[config.mk]
export PLATFORM = sky130hd
export DESIGN_NAME = flash_erase_unlock_sequencer
export DESIGN_NICKNAME = d
export VERILOG_FILES = /design/src/hdl/flash_seq_pkg.sv /design/src/hdl/flash_bus_if.sv /design/src/hdl/flash_erase_unlock_sequencer.sv /design/src/hdl/flash_strobe_engine.sv
export SDC_FILE = /design/constraint.sdc
export NUM_CORES = 1
export LEC_CHECK = 0
export ABC_AREA = 1
export BUFFER_PORTS_ARGS = -buffer_cell sky130_fd_sc_hd__buf_2
export CORE_MARGIN = 2
export CORE_UTILIZATION = 61
export CTS_BUF_LIST = sky130_fd_sc_hd__clkbuf_4
export DETAILED_ROUTE_END_ITERATION = 6
export PLACE_DENSITY = 0.9
export SLEW_MARGIN = 20
export SYNTH_ARGS = -nofsm -noshare
export SYNTH_HDL_FRONTEND = slang
export SYNTH_HIERARCHICAL = 1
export SYNTH_SLANG_ARGS = --single-unit
[constraint.sdc]
create_clock -name pclk -period 4.1 [get_ports pclk]
set_input_delay 0.615 -clock pclk [delete_from_list [all_inputs] [get_ports pclk]]
set_output_delay 0.615 -clock pclk [all_outputs]
set_load 0.05 [all_outputs]
[src/hdl/flash_seq_pkg.sv]
package flash_seq_pkg;
    localparam logic [7:0] CMD_READ_STATUS = 8'h70;
    localparam logic [7:0] CMD_ERASE_SETUP = 8'h20;
    localparam logic [7:0] CMD_CONFIRM = 8'hD0;
    localparam logic [7:0] CMD_LOCK_CLEAR_SETUP = 8'h60;
    localparam logic [7:0] CMD_READ_ARRAY = 8'hFF;
    localparam logic [7:0] CMD_CLEAR_STATUS = 8'h50;
    localparam int READY_BIT = 7;
    localparam int ERASE_ERR_BIT = 5;
    localparam int PROG_ERR_BIT = 4;
    localparam int VPP_ERR_BIT = 3;
    localparam int PROTECT_BIT = 1;
    localparam logic [11:0] REG_CTRL = 12'h000;
    localparam logic [11:0] REG_ADDR = 12'h004;
    localparam logic [11:0] REG_STATUS = 12'h008;
    localparam logic [11:0] REG_IRQ_STATUS = 12'h00C;
    localparam logic [11:0] REG_IRQ_MASK = 12'h010;
    localparam int CTRL_GO_ERASE = 0;
    localparam int CTRL_GO_UNLOCK = 1;
    localparam int CTRL_GO_POLL = 2;
    localparam int CTRL_PD = 3;
    localparam int IRQ_DONE = 0;
    localparam int IRQ_ERROR = 1;
    localparam int IRQ_SEQ = 2;
    localparam int IRQ_INDICATOR = 3;
    localparam int IRQ_W = 4;
    localparam int STROBE_NS = 200;
    localparam int CLK_NS = 100;
    localparam int STROBE_CYC = (STROBE_NS + CLK_NS - 1) / CLK_NS;
    localparam int ADDR_W = 22;
    typedef enum logic [6:0] {
        ST_IDLE = 7'h01,
        ST_WR_SETUP = 7'h02,
        ST_WR_CONFIRM = 7'h04,
        ST_WR_POLLCMD = 7'h08,
        ST_RD_STATUS = 7'h10,
        ST_WR_CLEAR = 7'h20,
        ST_WR_ARRAY = 7'h40
    } seq_state_t;
endpackage

[src/hdl/flash_bus_if.sv]
interface flash_bus_if;
    logic start;
    logic is_read;
    logic [7:0] wdata;
    logic [flash_seq_pkg::ADDR_W-1:0] addr;
    logic done;
    logic [7:0] rdata;
    modport master(output start, output is_read, output wdata, output addr, input done, input rdata);
    modport engine(input start, input is_read, input wdata, input addr, output done, output rdata);
endinterface

[src/hdl/flash_erase_unlock_sequencer.sv]
module flash_erase_unlock_sequencer (
    // apb
    input wire logic pclk,
    input wire logic presetn,
    input wire logic psel,
    input wire logic penable,
    input wire logic pwrite,
    input wire logic [11:0] paddr,
    input wire logic [31:0] pwdata,
    output logic [31:0] prdata,
    output logic pready,
    output logic pslverr,
    output logic irq,
    // flash pins
    output logic flash_ce_n,
    output logic flash_oe_n,
    output logic flash_we_n,
    output logic [flash_seq_pkg::ADDR_W-1:0] flash_addr,
    output logic [7:0] flash_dq_o,
    output logic flash_dq_oe,
    input wire logic [7:0] flash_dq_i,
    output logic power_down_reset_pin_n,
    input wire logic completion_indicator
);
    flash_bus_if bus();
    logic ce_w, oe_w, we_w, dqoe_w;
    logic [7:0] dqo_w;
    logic [flash_seq_pkg::ADDR_W-1:0] fa_w;
    flash_strobe_engine u_eng (
        .pclk(pclk),
        .presetn(presetn),
        .bus(bus),
        .ce_n_r(ce_w),
        .oe_n_r(oe_w),
        .we_n_r(we_w),
        .fa_r(fa_w),
        .dq_o_r(dqo_w),
        .dq_oe_r(dqoe_w),
        .dq_i(flash_dq_i)
    );
    assign flash_ce_n = ce_w;
    assign flash_oe_n = oe_w;
    assign flash_we_n = we_w;
    assign flash_addr = fa_w;
    assign flash_dq_o = dqo_w;
    assign flash_dq_oe = dqoe_w;

    flash_seq_pkg::seq_state_t st_r, st_nxt;
    logic [7:0] setup_r, setup_nxt, status_r, status_nxt;
    logic [flash_seq_pkg::ADDR_W-1:0] addr_r, addr_nxt;
    logic busy_r, busy_nxt, start_r, start_nxt, pd_r, pd_nxt, ind_r, ind_q_r;
    logic [flash_seq_pkg::IRQ_W-1:0] ist_r, ist_nxt, imask_r, imask_nxt, ev;
    logic [31:0] prdata_nxt;
    logic wr_acc, rd_acc, pready_r;

    assign wr_acc = psel && penable && pwrite;
    assign rd_acc = psel && !penable && !pwrite;
    assign bus.start = start_r;
    assign bus.is_read = (st_r == flash_seq_pkg::ST_RD_STATUS);
    assign bus.addr = addr_r;
    always_comb begin
        case (st_r)
            flash_seq_pkg::ST_WR_SETUP: bus.wdata = setup_r;
            flash_seq_pkg::ST_WR_CONFIRM: bus.wdata = flash_seq_pkg::CMD_CONFIRM;
            flash_seq_pkg::ST_WR_POLLCMD: bus.wdata = flash_seq_pkg::CMD_READ_STATUS;
            flash_seq_pkg::ST_WR_CLEAR: bus.wdata = flash_seq_pkg::CMD_CLEAR_STATUS;
            flash_seq_pkg::ST_WR_ARRAY: bus.wdata = flash_seq_pkg::CMD_READ_ARRAY;
            default: bus.wdata = 8'h00;
        endcase
    end

    function automatic logic seq_error(input logic [7:0] s);
        seq_error = s[flash_seq_pkg::ERASE_ERR_BIT] && s[flash_seq_pkg::PROG_ERR_BIT];
    endfunction

    // sequence control
    always_comb begin
        st_nxt = st_r;
        setup_nxt = setup_r;
        addr_nxt = addr_r;
        status_nxt = status_r;
        busy_nxt = busy_r;
        pd_nxt = pd_r;
        start_nxt = 1'b0;
        ev = '0;
        ev[flash_seq_pkg::IRQ_INDICATOR] = ind_q_r && !ind_r;
        if (wr_acc && paddr == flash_seq_pkg::REG_ADDR && !busy_r) begin
            addr_nxt = pwdata[flash_seq_pkg::ADDR_W-1:0];
        end
        if (wr_acc && paddr == flash_seq_pkg::REG_CTRL) begin
            pd_nxt = pwdata[flash_seq_pkg::CTRL_PD];
        end
        case (st_r)
            flash_seq_pkg::ST_IDLE: begin
                busy_nxt = 1'b0;
                if (wr_acc && paddr == flash_seq_pkg::REG_CTRL && !pwdata[flash_seq_pkg::CTRL_PD]) begin
                    if (pwdata[flash_seq_pkg::CTRL_GO_ERASE]) begin
                        setup_nxt = flash_seq_pkg::CMD_ERASE_SETUP;
                        st_nxt = flash_seq_pkg::ST_WR_SETUP;
                    end else if (pwdata[flash_seq_pkg::CTRL_GO_UNLOCK]) begin
                        setup_nxt = flash_seq_pkg::CMD_LOCK_CLEAR_SETUP;
                        st_nxt = flash_seq_pkg::ST_WR_SETUP;
                    end else if (pwdata[flash_seq_pkg::CTRL_GO_POLL]) begin
                        st_nxt = flash_seq_pkg::ST_WR_POLLCMD;
                    end
                    if (pwdata[2:0] != 3'h0) begin
                        busy_nxt = 1'b1;
                        start_nxt = 1'b1;
                    end
                end
            end
            flash_seq_pkg::ST_WR_SETUP: if (bus.done) begin
                st_nxt = flash_seq_pkg::ST_WR_CONFIRM;
                start_nxt = 1'b1;
            end
            flash_seq_pkg::ST_WR_CONFIRM: if (bus.done) begin
                st_nxt = flash_seq_pkg::ST_WR_POLLCMD;
                start_nxt = 1'b1;
            end
            flash_seq_pkg::ST_WR_POLLCMD: if (bus.done) begin
                st_nxt = flash_seq_pkg::ST_RD_STATUS;
                start_nxt = 1'b1;
            end
            flash_seq_pkg::ST_RD_STATUS: if (bus.done) begin
                start_nxt = 1'b1;
                // low bits meaningless while busy, so only keep a ready snapshot
                if (bus.rdata[flash_seq_pkg::READY_BIT]) begin
                    status_nxt = bus.rdata;
                    ev[flash_seq_pkg::IRQ_DONE] = 1'b1;
                    ev[flash_seq_pkg::IRQ_SEQ] = seq_error(bus.rdata);
                    ev[flash_seq_pkg::IRQ_ERROR] = |{bus.rdata[flash_seq_pkg::ERASE_ERR_BIT],
                        bus.rdata[flash_seq_pkg::VPP_ERR_BIT], bus.rdata[flash_seq_pkg::PROTECT_BIT]};
                    // clear whenever any of bits 6:0 is set; a clean run goes straight to read array
                    st_nxt = (|bus.rdata[6:0]) ? flash_seq_pkg::ST_WR_CLEAR : flash_seq_pkg::ST_WR_ARRAY;
                end else begin
                    status_nxt = {1'b0, status_r[6:0]};
                end
            end
            flash_seq_pkg::ST_WR_CLEAR: if (bus.done) begin
                st_nxt = flash_seq_pkg::ST_WR_ARRAY;
                start_nxt = 1'b1;
            end
            flash_seq_pkg::ST_WR_ARRAY: if (bus.done) begin
                st_nxt = flash_seq_pkg::ST_IDLE;
            end
            default: st_nxt = flash_seq_pkg::ST_IDLE;
        endcase
        // pulling the pin low aborts the device and its status, so drop our sequence too
        if (pd_r) begin
            st_nxt = flash_seq_pkg::ST_IDLE;
            start_nxt = 1'b0;
            busy_nxt = 1'b0;
            status_nxt = 8'h00;
        end
    end

    // interrupt status, set wins over clear
    always_comb begin
        imask_nxt = imask_r;
        ist_nxt = ist_r;
        if (wr_acc && paddr == flash_seq_pkg::REG_IRQ_MASK) begin
            imask_nxt = pwdata[flash_seq_pkg::IRQ_W-1:0];
        end
        if (wr_acc && paddr == flash_seq_pkg::REG_IRQ_STATUS) begin
            ist_nxt = ist_r & ~pwdata[flash_seq_pkg::IRQ_W-1:0];
        end
        ist_nxt = ist_nxt | ev;
    end

    always_comb begin
        prdata_nxt = prdata;
        if (rd_acc) begin
            case (paddr)
                flash_seq_pkg::REG_CTRL: prdata_nxt = {27'h0, busy_r, pd_r, 3'h0};
                flash_seq_pkg::REG_ADDR: prdata_nxt = {10'h0, addr_r};
                flash_seq_pkg::REG_STATUS: prdata_nxt = {23'h0, completion_indicator, status_r};
                flash_seq_pkg::REG_IRQ_STATUS: prdata_nxt = {28'h0, ist_r};
                flash_seq_pkg::REG_IRQ_MASK: prdata_nxt = {28'h0, imask_r};
                default: prdata_nxt = 32'h0;
            endcase
        end
    end

    always_ff @(posedge pclk or negedge presetn) begin
        if (!presetn) begin
            st_r <= flash_seq_pkg::ST_IDLE;
            setup_r <= 8'h00;
            addr_r <= '0;
            status_r <= 8'h00;
            busy_r <= 1'b0;
            start_r <= 1'b0;
            pd_r <= 1'b0;
            ind_r <= 1'b1;
            ind_q_r <= 1'b1;
            ist_r <= '0;
            imask_r <= '0;
            prdata <= 32'h0;
            pready_r <= 1'b0;
            irq <= 1'b0;
            power_down_reset_pin_n <= 1'b0;
        end else begin
            st_r <= st_nxt;
            setup_r <= setup_nxt;
            addr_r <= addr_nxt;
            status_r <= status_nxt;
            busy_r <= busy_nxt;
            start_r <= start_nxt;
            pd_r <= pd_nxt;
            // indicator pulled up when floating, so high is idle or suspended
            ind_r <= completion_indicator;
            ind_q_r <= ind_r;
            ist_r <= ist_nxt;
            imask_r <= imask_nxt;
            prdata <= prdata_nxt;
            pready_r <= psel && !penable;
            irq <= |(ist_nxt & imask_nxt);
            power_down_reset_pin_n <= !pd_nxt;
        end
    end
    assign pready = pready_r;
    assign pslverr = 1'b0;

    confirm_follows_a: assert property (@(posedge pclk) disable iff (!presetn)
        st_r == flash_seq_pkg::ST_WR_SETUP && bus.done && !pd_r |=> st_r == flash_seq_pkg::ST_WR_CONFIRM)
        else $error("confirm did not follow setup");
    poll_then_read_a: assert property (@(posedge pclk) disable iff (!presetn)
        st_r == flash_seq_pkg::ST_WR_POLLCMD && bus.done && !pd_r |=> st_r == flash_seq_pkg::ST_RD_STATUS)
        else $error("status read did not follow poll command");
    busy_keeps_poll_a: assert property (@(posedge pclk) disable iff (!presetn)
        st_r == flash_seq_pkg::ST_RD_STATUS && bus.done && !bus.rdata[7] && !pd_r
        |=> st_r == flash_seq_pkg::ST_RD_STATUS) else $error("left polling while busy");
    seq_err_irq_a: assert property (@(posedge pclk) disable iff (!presetn)
        st_r == flash_seq_pkg::ST_RD_STATUS && bus.done && bus.rdata[7] && bus.rdata[5] && bus.rdata[4]
        |=> ist_r[flash_seq_pkg::IRQ_SEQ]) else $error("sequence error not flagged");
    error_clears_a: assert property (@(posedge pclk) disable iff (!presetn)
        st_r == flash_seq_pkg::ST_RD_STATUS && bus.done && bus.rdata[7] && bus.rdata[5] && !pd_r
        |=> st_r == flash_seq_pkg::ST_WR_CLEAR) else $error("error not cleared");
    array_last_a: assert property (@(posedge pclk) disable iff (!presetn)
        st_r == flash_seq_pkg::ST_WR_ARRAY && bus.done |=> st_r == flash_seq_pkg::ST_IDLE)
        else $error("read array not last");
    pd_abort_a: assert property (@(posedge pclk) disable iff (!presetn)
        pd_r |=> st_r == flash_seq_pkg::ST_IDLE && status_r == 8'h00) else $error("power-down did not abort");
    pin_follows_a: assert property (@(posedge pclk) disable iff (!presetn)
        $rose(pd_r) |-> !power_down_reset_pin_n) else $error("pin not driven low");
    ind_irq_a: assert property (@(posedge pclk) disable iff (!presetn)
        ind_q_r && !ind_r |=> ist_r[flash_seq_pkg::IRQ_INDICATOR]) else $error("indicator edge lost");
    erase_cov_c: cover property (@(posedge pclk) disable iff (!presetn)
        st_r == flash_seq_pkg::ST_WR_SETUP && setup_r == flash_seq_pkg::CMD_ERASE_SETUP);
    unlock_cov_c: cover property (@(posedge pclk) disable iff (!presetn)
        st_r == flash_seq_pkg::ST_WR_SETUP && setup_r == flash_seq_pkg::CMD_LOCK_CLEAR_SETUP);
    clear_cov_c: cover property (@(posedge pclk) disable iff (!presetn) st_r == flash_seq_pkg::ST_WR_CLEAR);
endmodule

[src/hdl/flash_strobe_engine.sv]
// one bus cycle on the flash pins, timed by a cycle counter
module flash_strobe_engine (
    input wire logic pclk,
    input wire logic presetn,
    flash_bus_if.engine bus,
    // flash pins
    output logic ce_n_r,
    output logic oe_n_r,
    output logic we_n_r,
    output logic [flash_seq_pkg::ADDR_W-1:0] fa_r,
    output logic [7:0] dq_o_r,
    output logic dq_oe_r,
    input wire logic [7:0] dq_i
);
    logic [3:0] cnt_r, cnt_nxt;
    logic busy_r, busy_nxt, rd_r, rd_nxt, done_r, done_nxt;
    logic ce_nxt, oe_nxt, we_nxt, dqoe_nxt;
    logic [7:0] do_nxt, rdata_r, rdata_nxt;
    logic [flash_seq_pkg::ADDR_W-1:0] fa_nxt;
    assign bus.done = done_r;
    assign bus.rdata = rdata_r;
    always_comb begin
        cnt_nxt = cnt_r;
        busy_nxt = busy_r;
        rd_nxt = rd_r;
        done_nxt = 1'b0;
        ce_nxt = ce_n_r;
        oe_nxt = oe_n_r;
        we_nxt = we_n_r;
        dqoe_nxt = dq_oe_r;
        do_nxt = dq_o_r;
        fa_nxt = fa_r;
        rdata_nxt = rdata_r;
        if (!busy_r && bus.start) begin
            busy_nxt = 1'b1;
            rd_nxt = bus.is_read;
            cnt_nxt = 4'(flash_seq_pkg::STROBE_CYC);
            fa_nxt = bus.addr;
            do_nxt = bus.wdata;
            dqoe_nxt = !bus.is_read;
            ce_nxt = 1'b0;
            oe_nxt = !bus.is_read;
            we_nxt = bus.is_read;
        end else if (busy_r) begin
            if (cnt_r != 4'h0) begin
                cnt_nxt = cnt_r - 4'h1;
            end else if (!we_n_r || !oe_n_r) begin
                // strobe rises first; data, address and chip-enable held past the latching edge
                if (rd_r) begin
                    rdata_nxt = dq_i;
                end
                oe_nxt = 1'b1;
                we_nxt = 1'b1;
            end else begin
                ce_nxt = 1'b1;
                dqoe_nxt = 1'b0;
                busy_nxt = 1'b0;
                done_nxt = 1'b1;
            end
        end
    end
    always_ff @(posedge pclk or negedge presetn) begin
        if (!presetn) begin
            cnt_r <= 4'h0;
            busy_r <= 1'b0;
            rd_r <= 1'b0;
            done_r <= 1'b0;
            ce_n_r <= 1'b1;
            oe_n_r <= 1'b1;
            we_n_r <= 1'b1;
            dq_oe_r <= 1'b0;
            dq_o_r <= 8'h00;
            fa_r <= '0;
            rdata_r <= 8'h00;
        end else begin
            cnt_r <= cnt_nxt;
            busy_r <= busy_nxt;
            rd_r <= rd_nxt;
            done_r <= done_nxt;
            ce_n_r <= ce_nxt;
            oe_n_r <= oe_nxt;
            we_n_r <= we_nxt;
            dq_oe_r <= dqoe_nxt;
            dq_o_r <= do_nxt;
            fa_r <= fa_nxt;
            rdata_r <= rdata_nxt;
        end
    end
    strobe_width_a: assert property (@(posedge pclk) disable iff (!presetn)
        $fell(we_n_r) |-> !we_n_r [*3]) else $error("write strobe too short");
endmodule

Word level (Yosys, flattened, before mapping)
Cells that the tools add are included.
{"block": "op_classes", "addsub": 1, "n_eq_ne": 22, "muxes": 59, "n_bitwise": 6, "reduce_logical": 47}
{"op": "$pmux 22 s5", "count": 1}
{"op": "$mux 7", "count": 13}
{"op": "$pmux 7 s7", "count": 1}
{"op": "$mux 8", "count": 6}
{"op": "$pmux 8 s5", "count": 1}
{"op": "$mux 1", "count": 28}
{"op": "$eq 12x4->1 const B", "count": 2}
{"op": "$mux 4", "count": 5}
{"op": "$reduce_bool 2->1", "count": 8}
{"op": "$ne 3x2->1 const B", "count": 5}
{"op": "$logic_and 1x1->1", "count": 13}
{"op": "$eq 12x3->1 const B", "count": 1}
{"op": "$eq 12x5->1 const B", "count": 1}
{"op": "$logic_not 12->1", "count": 1}
{"op": "$reduce_and 3->1", "count": 4}
{"op": "$logic_not 1->1", "count": 10}
{"op": "$mux 3", "count": 3}
{"op": "$ne 3x3->1 const B", "count": 3}
{"op": "$reduce_and 9->1", "count": 1}
{"op": "$and 4x4->4", "count": 2}
{"op": "$eq 7x1->1 const B", "count": 1}
{"op": "$eq 7x2->1 const B", "count": 1}
{"op": "$eq 7x3->1 const B", "count": 1}
{"op": "$eq 7x4->1 const B", "count": 1}
{"op": "19 further kinds", "count": 22}
{"block": "totals", "regBits": 142, "input_bits": 58, "output_inout_bits": 70, "word_cells": 162}

Depth between registers and ports, before layout
{"block": "depth", "word_depth": 7, "ltp_mapped": 12}

Cells and area by module
The synthesis kept the hierarchy.
{"module": "flash_erase_unlock_sequencer", "n_inst": 1, "cells_each": 428, "area_per_inst_um2": 3788.6, "seq_area_each_um2": 1930.6}
{"module": "flash_strobe_engine", "n_inst": 1, "cells_each": 220, "area_per_inst_um2": 1983.2, "seq_area_each_um2": 1229.9}

Worst setup path before layout
No wires, ideal clock.
{"block": "synth_path", "path_type": "input-to-reg", "from": "input paddr[11]", "to": "register addr_r[10] (netlist name)", "setup_time_ns": 0.125, "arrival_ns": 1.682, "setup_slack_ns": 2.293, "path_stages": 10, "path_buffers": 1, "path_cell_list": "nor2_1 > nand2_1 > inv_2 > nand2_2 > inv_2 > nand2_1 > clkinv_2 > nand3_4 > buf_6 > mux2_4"}
{"block": "synth_via", "elab_chain_cells": 3}
{"element": "start, declared", "line": "flash_erase_unlock_sequencer.sv:8", "rtl": "input wire logic [11:0] paddr,"}
{"element": "$eq 12x3->1", "line": "flash_erase_unlock_sequencer.sv:87", "rtl": "if (wr_acc && paddr == flash_seq_pkg::REG_ADDR && !busy_r) begin"}
{"element": "$logic_and 1x1->1 (2 in a row)", "line": "flash_erase_unlock_sequencer.sv:87"}
{"element": "end signal, assigned", "line": "flash_erase_unlock_sequencer.sv:204", "rtl": "addr_r <= addr_nxt;"}
{"element": "end, declared", "line": "flash_erase_unlock_sequencer.sv:50", "rtl": "logic [flash_seq_pkg::ADDR_W-1:0] addr_r, addr_nxt;"}
Every way passes these cells.
A chain may end at the register's enable or synchronous reset.

Worst setup path after layout
{"block": "layout_path", "from": "register u_eng.busy_r", "to": "register u_eng.rdata_r[7] (netlist: u_eng/bus.rdata[7])"}
{"block": "layout_via", "elab_chain_cells": 4}
{"element": "start, declared", "line": "flash_strobe_engine.sv:16", "rtl": "logic busy_r, busy_nxt, rd_r, rd_nxt, done_r, done_nxt;"}
{"element": "start signal, assigned", "line": "flash_strobe_engine.sv:77", "rtl": "busy_r <= busy_nxt;"}
{"element": "$logic_not 1->1", "line": "flash_strobe_engine.sv:34", "rtl": "if (!busy_r && bus.start) begin"}
{"element": "$logic_and 1x1->1", "line": "flash_strobe_engine.sv:34"}
{"element": "$not 1->1 (no line)"}
{"element": "$reduce_and 5->1 (no line) *"}
{"element": "end signal, assigned", "line": "flash_strobe_engine.sv:86", "rtl": "rdata_r <= rdata_nxt;"}
{"element": "end, declared", "line": "flash_strobe_engine.sv:18", "rtl": "logic [7:0] do_nxt, rdata_r, rdata_nxt;"}
Mark *: on every way between the ends. The rest lies on a longest branch, timed or not.

==> out/qor.csv <==
stage;metric;value;unit
outcome;status;completed;
worst_setup_path;type of origin of the critical path;register;
power_and_ir_drop;VDD IR max;0.190;mV
global_routing;initial antenna violation count;0;
clocking;H-Tree Level Count;4;
yosys;Mapped Area;5770;µm²
worst_setup_path;CP required;4.51;ns
routing;antenna viol nets, final;0;
clocking;Clock Sinks;126;
worst_setup_path;Critical Path Fanout Max;37;
yosys;gate count of the mapped netlist;648;
timing;Least-Margin Pin Slew;0.836;ns
yosys;Synth area leader;dfrtp_1;
routing;Routed WL;13600;µm
yosys;area fraction of the dominant cell type after synthesis;0.520;
timing;Slew Limit Fails;0;
die;die height;101;µm
routing;Vias;4880;
global_routing;first-pass GRT wire length;22200;µm
yosys;Post-synth ARST share;1.00;
die;Initial Util;0.628;
clocking;CTS tree;yes;
routing;DR vias/cell;5.52;
die;Rows;35;
finish;share of post-route cells with drive strength above 1;0.260;
routing;DRT Pass-1 Iters;5;
worst_setup_path;Critical Path End Type;register;
yosys;warnings from Yosys;6;
worst_setup_path;critical-path cell list;nor2_4 > inv_4 > nand2_2 > nor2_8 > nand2_1 > nand2_1;
job;max cap viols;0;
placement;HPWL after DPL;9490;µm
timing;setup TNS;0;ns
power_and_ir_drop;overall power;0.00256;W
placement;number of port buffers;106;
finish;P&R area growth vs syn;15.1;%
timing;Fin. Hold Viols;0;
yosys;most common cell in the synthesized netlist;nand2_1;
die;Die Area;10300;µm²
die;io pins;128;
worst_setup_path;CP max stage delay;0.67;ns
worst_setup_path;flop2flop setup slack;2.02;ns
power_and_ir_drop;Leakage;3.71;nW
global_routing;GRT Total Usage;0.277;
global_routing;grt ovf;0;
timing;RSZ-0062 raised after global routing;no;
die;core area;9200;µm²
timing;fin crit share;0.508;
routing;wire per inst;15.4;µm
worst_setup_path;WP data arrival;2.49;ns
timing;fmax;481;MHz
power_and_ir_drop;PwrDens;386;nW/µm²
clocking;setup bufs post-CTS;0;
routing;Iter 0 DRT Violations;450;
clocking;Worst-Skew Late Latency;0.53;ns
yosys;most instantiated cells after synthesis;236 x nand2_1, 120 x dfrtp_1, 58 x inv_1;
yosys;largest cells by area after synthesis;dfrtp_1 52%, nand2_1 15%, mux2_4 4.2%;
timing;Relative slew margins;0.441;
timing;fin crit period;2.08;ns
worst_setup_path;Setup Crit Path Kind;reg2reg;
clocking;clk buf depth;2;
global_routing;number of global-route vias before repair;4786;
yosys;synthesized flop and latch total;126;
yosys;Synth Flop Type;dfrtp_1;
clocking;Worst-path clk slew;0.14;ns
worst_setup_path;CP most frequent cell;nand2_1;
routing;DRC viols;0;
worst_setup_path;Critical-path top delay cell;nor2_4;
yosys;Syn Area/Cell;8.91;µm²
clocking;root buf cell;clkbuf_4;
placement;GPL Wtd Cong;0.983;
finish;nets;820;
global_routing;largest net degree at the start of global routing;86;
finish;# diodes;0;
die;width of the die;101;µm
clocking;CTS buffer count;17;
timing;count of final setup violators;0;
timing;worst clock skew;0.0202;ns
clocking;number of hold buffers added after cts;0;
yosys;Post-synth EDFFs;0;
clocking;PostCTS Resize Cnt;0;
yosys;Seq/Total Area, Yosys;0.548;
yosys;post-synth cell types;42;
worst_hold_path;Hold Crit Class;in2async;
-- area by class of cell --
class | count | area [µm²]
clock buffers | 18 | 135
clock inverters | 14 | 161
fillers | 634 | 2550
inverters | 68 | 259
multi-input cells | 438 | 2230
flip-flops and latches | 126 | 3160
well taps | 111 | 139
repair buffers | 109 | 559
-- cell usage in the layout, fill, tap and decap left out, types with 4 or more instances in the layout --
| cell | instances |
|---|---|
| mux2_2 | 4 |
| buf_2 | 105 |
| nor2_1 | 35 |
| a21oi_1 | 4 |
| o22ai_1 | 8 |
| clkinvlp_4 | 5 |
| o21a_1 | 5 |
| clkinv_4 | 4 |
| o21ai_0 | 28 |
| dfrtp_1 | 120 |
| dfstp_2 | 6 |
| inv_1 | 58 |
| nor3_1 | 4 |
| conb_1 | 11 |
| inv_2 | 7 |
| o21ai_1 | 5 |
| nand3_1 | 37 |
| mux2_4 | 16 |
| nor2_2 | 5 |
| nor2_4 | 5 |
| nand4_1 | 9 |
| clkbuf_4 | 18 |
| nand2_2 | 5 |
| nand2_1 | 236 |
-- path summary, 6_finish.rpt --
check,from,endpoint,cells after the start
worst max-delay path,u_eng/busy_r,u_eng/bus.rdata[7],6
worst min-delay path,presetn,addr_r[13],1
worst max register to register,u_eng/busy_r,u_eng/bus.rdata[7],6
worst min register to register,ind_r,ind_q_r,0
max in group asynchronous,presetn,ind_r,2
min in group pclk,completion_indicator,ind_r,1
-- power by group --
part           total [W]  leakage (nW)  switching, W  internal, W
clock network   0.000882         0.143      0.000504     0.000379
logic           0.000380          1.93      0.000268     0.000112
registers        0.00130          1.64     0.0000215      0.00128
total            0.00256          3.71      0.000793      0.00177
-- logic make-up after synthesis --
kind of cell | count (synthesis) | share of synthesized area
and+or+nand+nor | 346 | 0.264
DFF | 126 | 0.548
buffers and inverters | 94 | 0.0731
AOI/OAI and AO/OA | 59 | 0.0605
muxes | 20 | 0.0494
adders and majority gates | 2 | 0.00433
other | 1 | 0.000650
-- metal layers --
metal	routed length [µm]	GRT usage	part of all wire	up-vias
li1	-	-	-	2260
met1	5590	0.357	0.41	2347
met2	6780	0.469	0.50	239
met3	958	0.0594	0.070	34
met4	308	0.0956	0.023	0
met5	0	0	0	-
-- registers in the layout, indices dropped and copies added (netlist names), 2 cells and up --
register and flops:
setup_r 2, addr_r 22, st_r 7, u_eng/dq_o_r 8, prdata 22, ist_r 4
status_r 8, imask_r 4, u_eng/bus.rdata 8, u_eng/cnt_r 4, u_eng/fa_r 22
-- critical path, delay by kind of cell, from the launching register on --
family	cells	cell delay (ns)
buf+inv	1	0.36
simple gates	5	1.17
flops	1	0.43
-- through the flow --
step           utilization  area [µm²]  hold slack [ns]  std cells  setup WS (ns)
6_report             0.722        6640           0.0958        884           2.02
4_1_cts              0.722        6640            0.186        884           2.04
3_3_place_gp         0.690        6340            0.370        852           1.74
5_1_grt              0.722        6640            0.136        884           1.85
3_5_place_dp         0.690        6340            0.368        852           1.64
2_1_floorplan            -        5810            0.319        658           2.29
No activity file was read; power rests on OpenSTA's default activity.
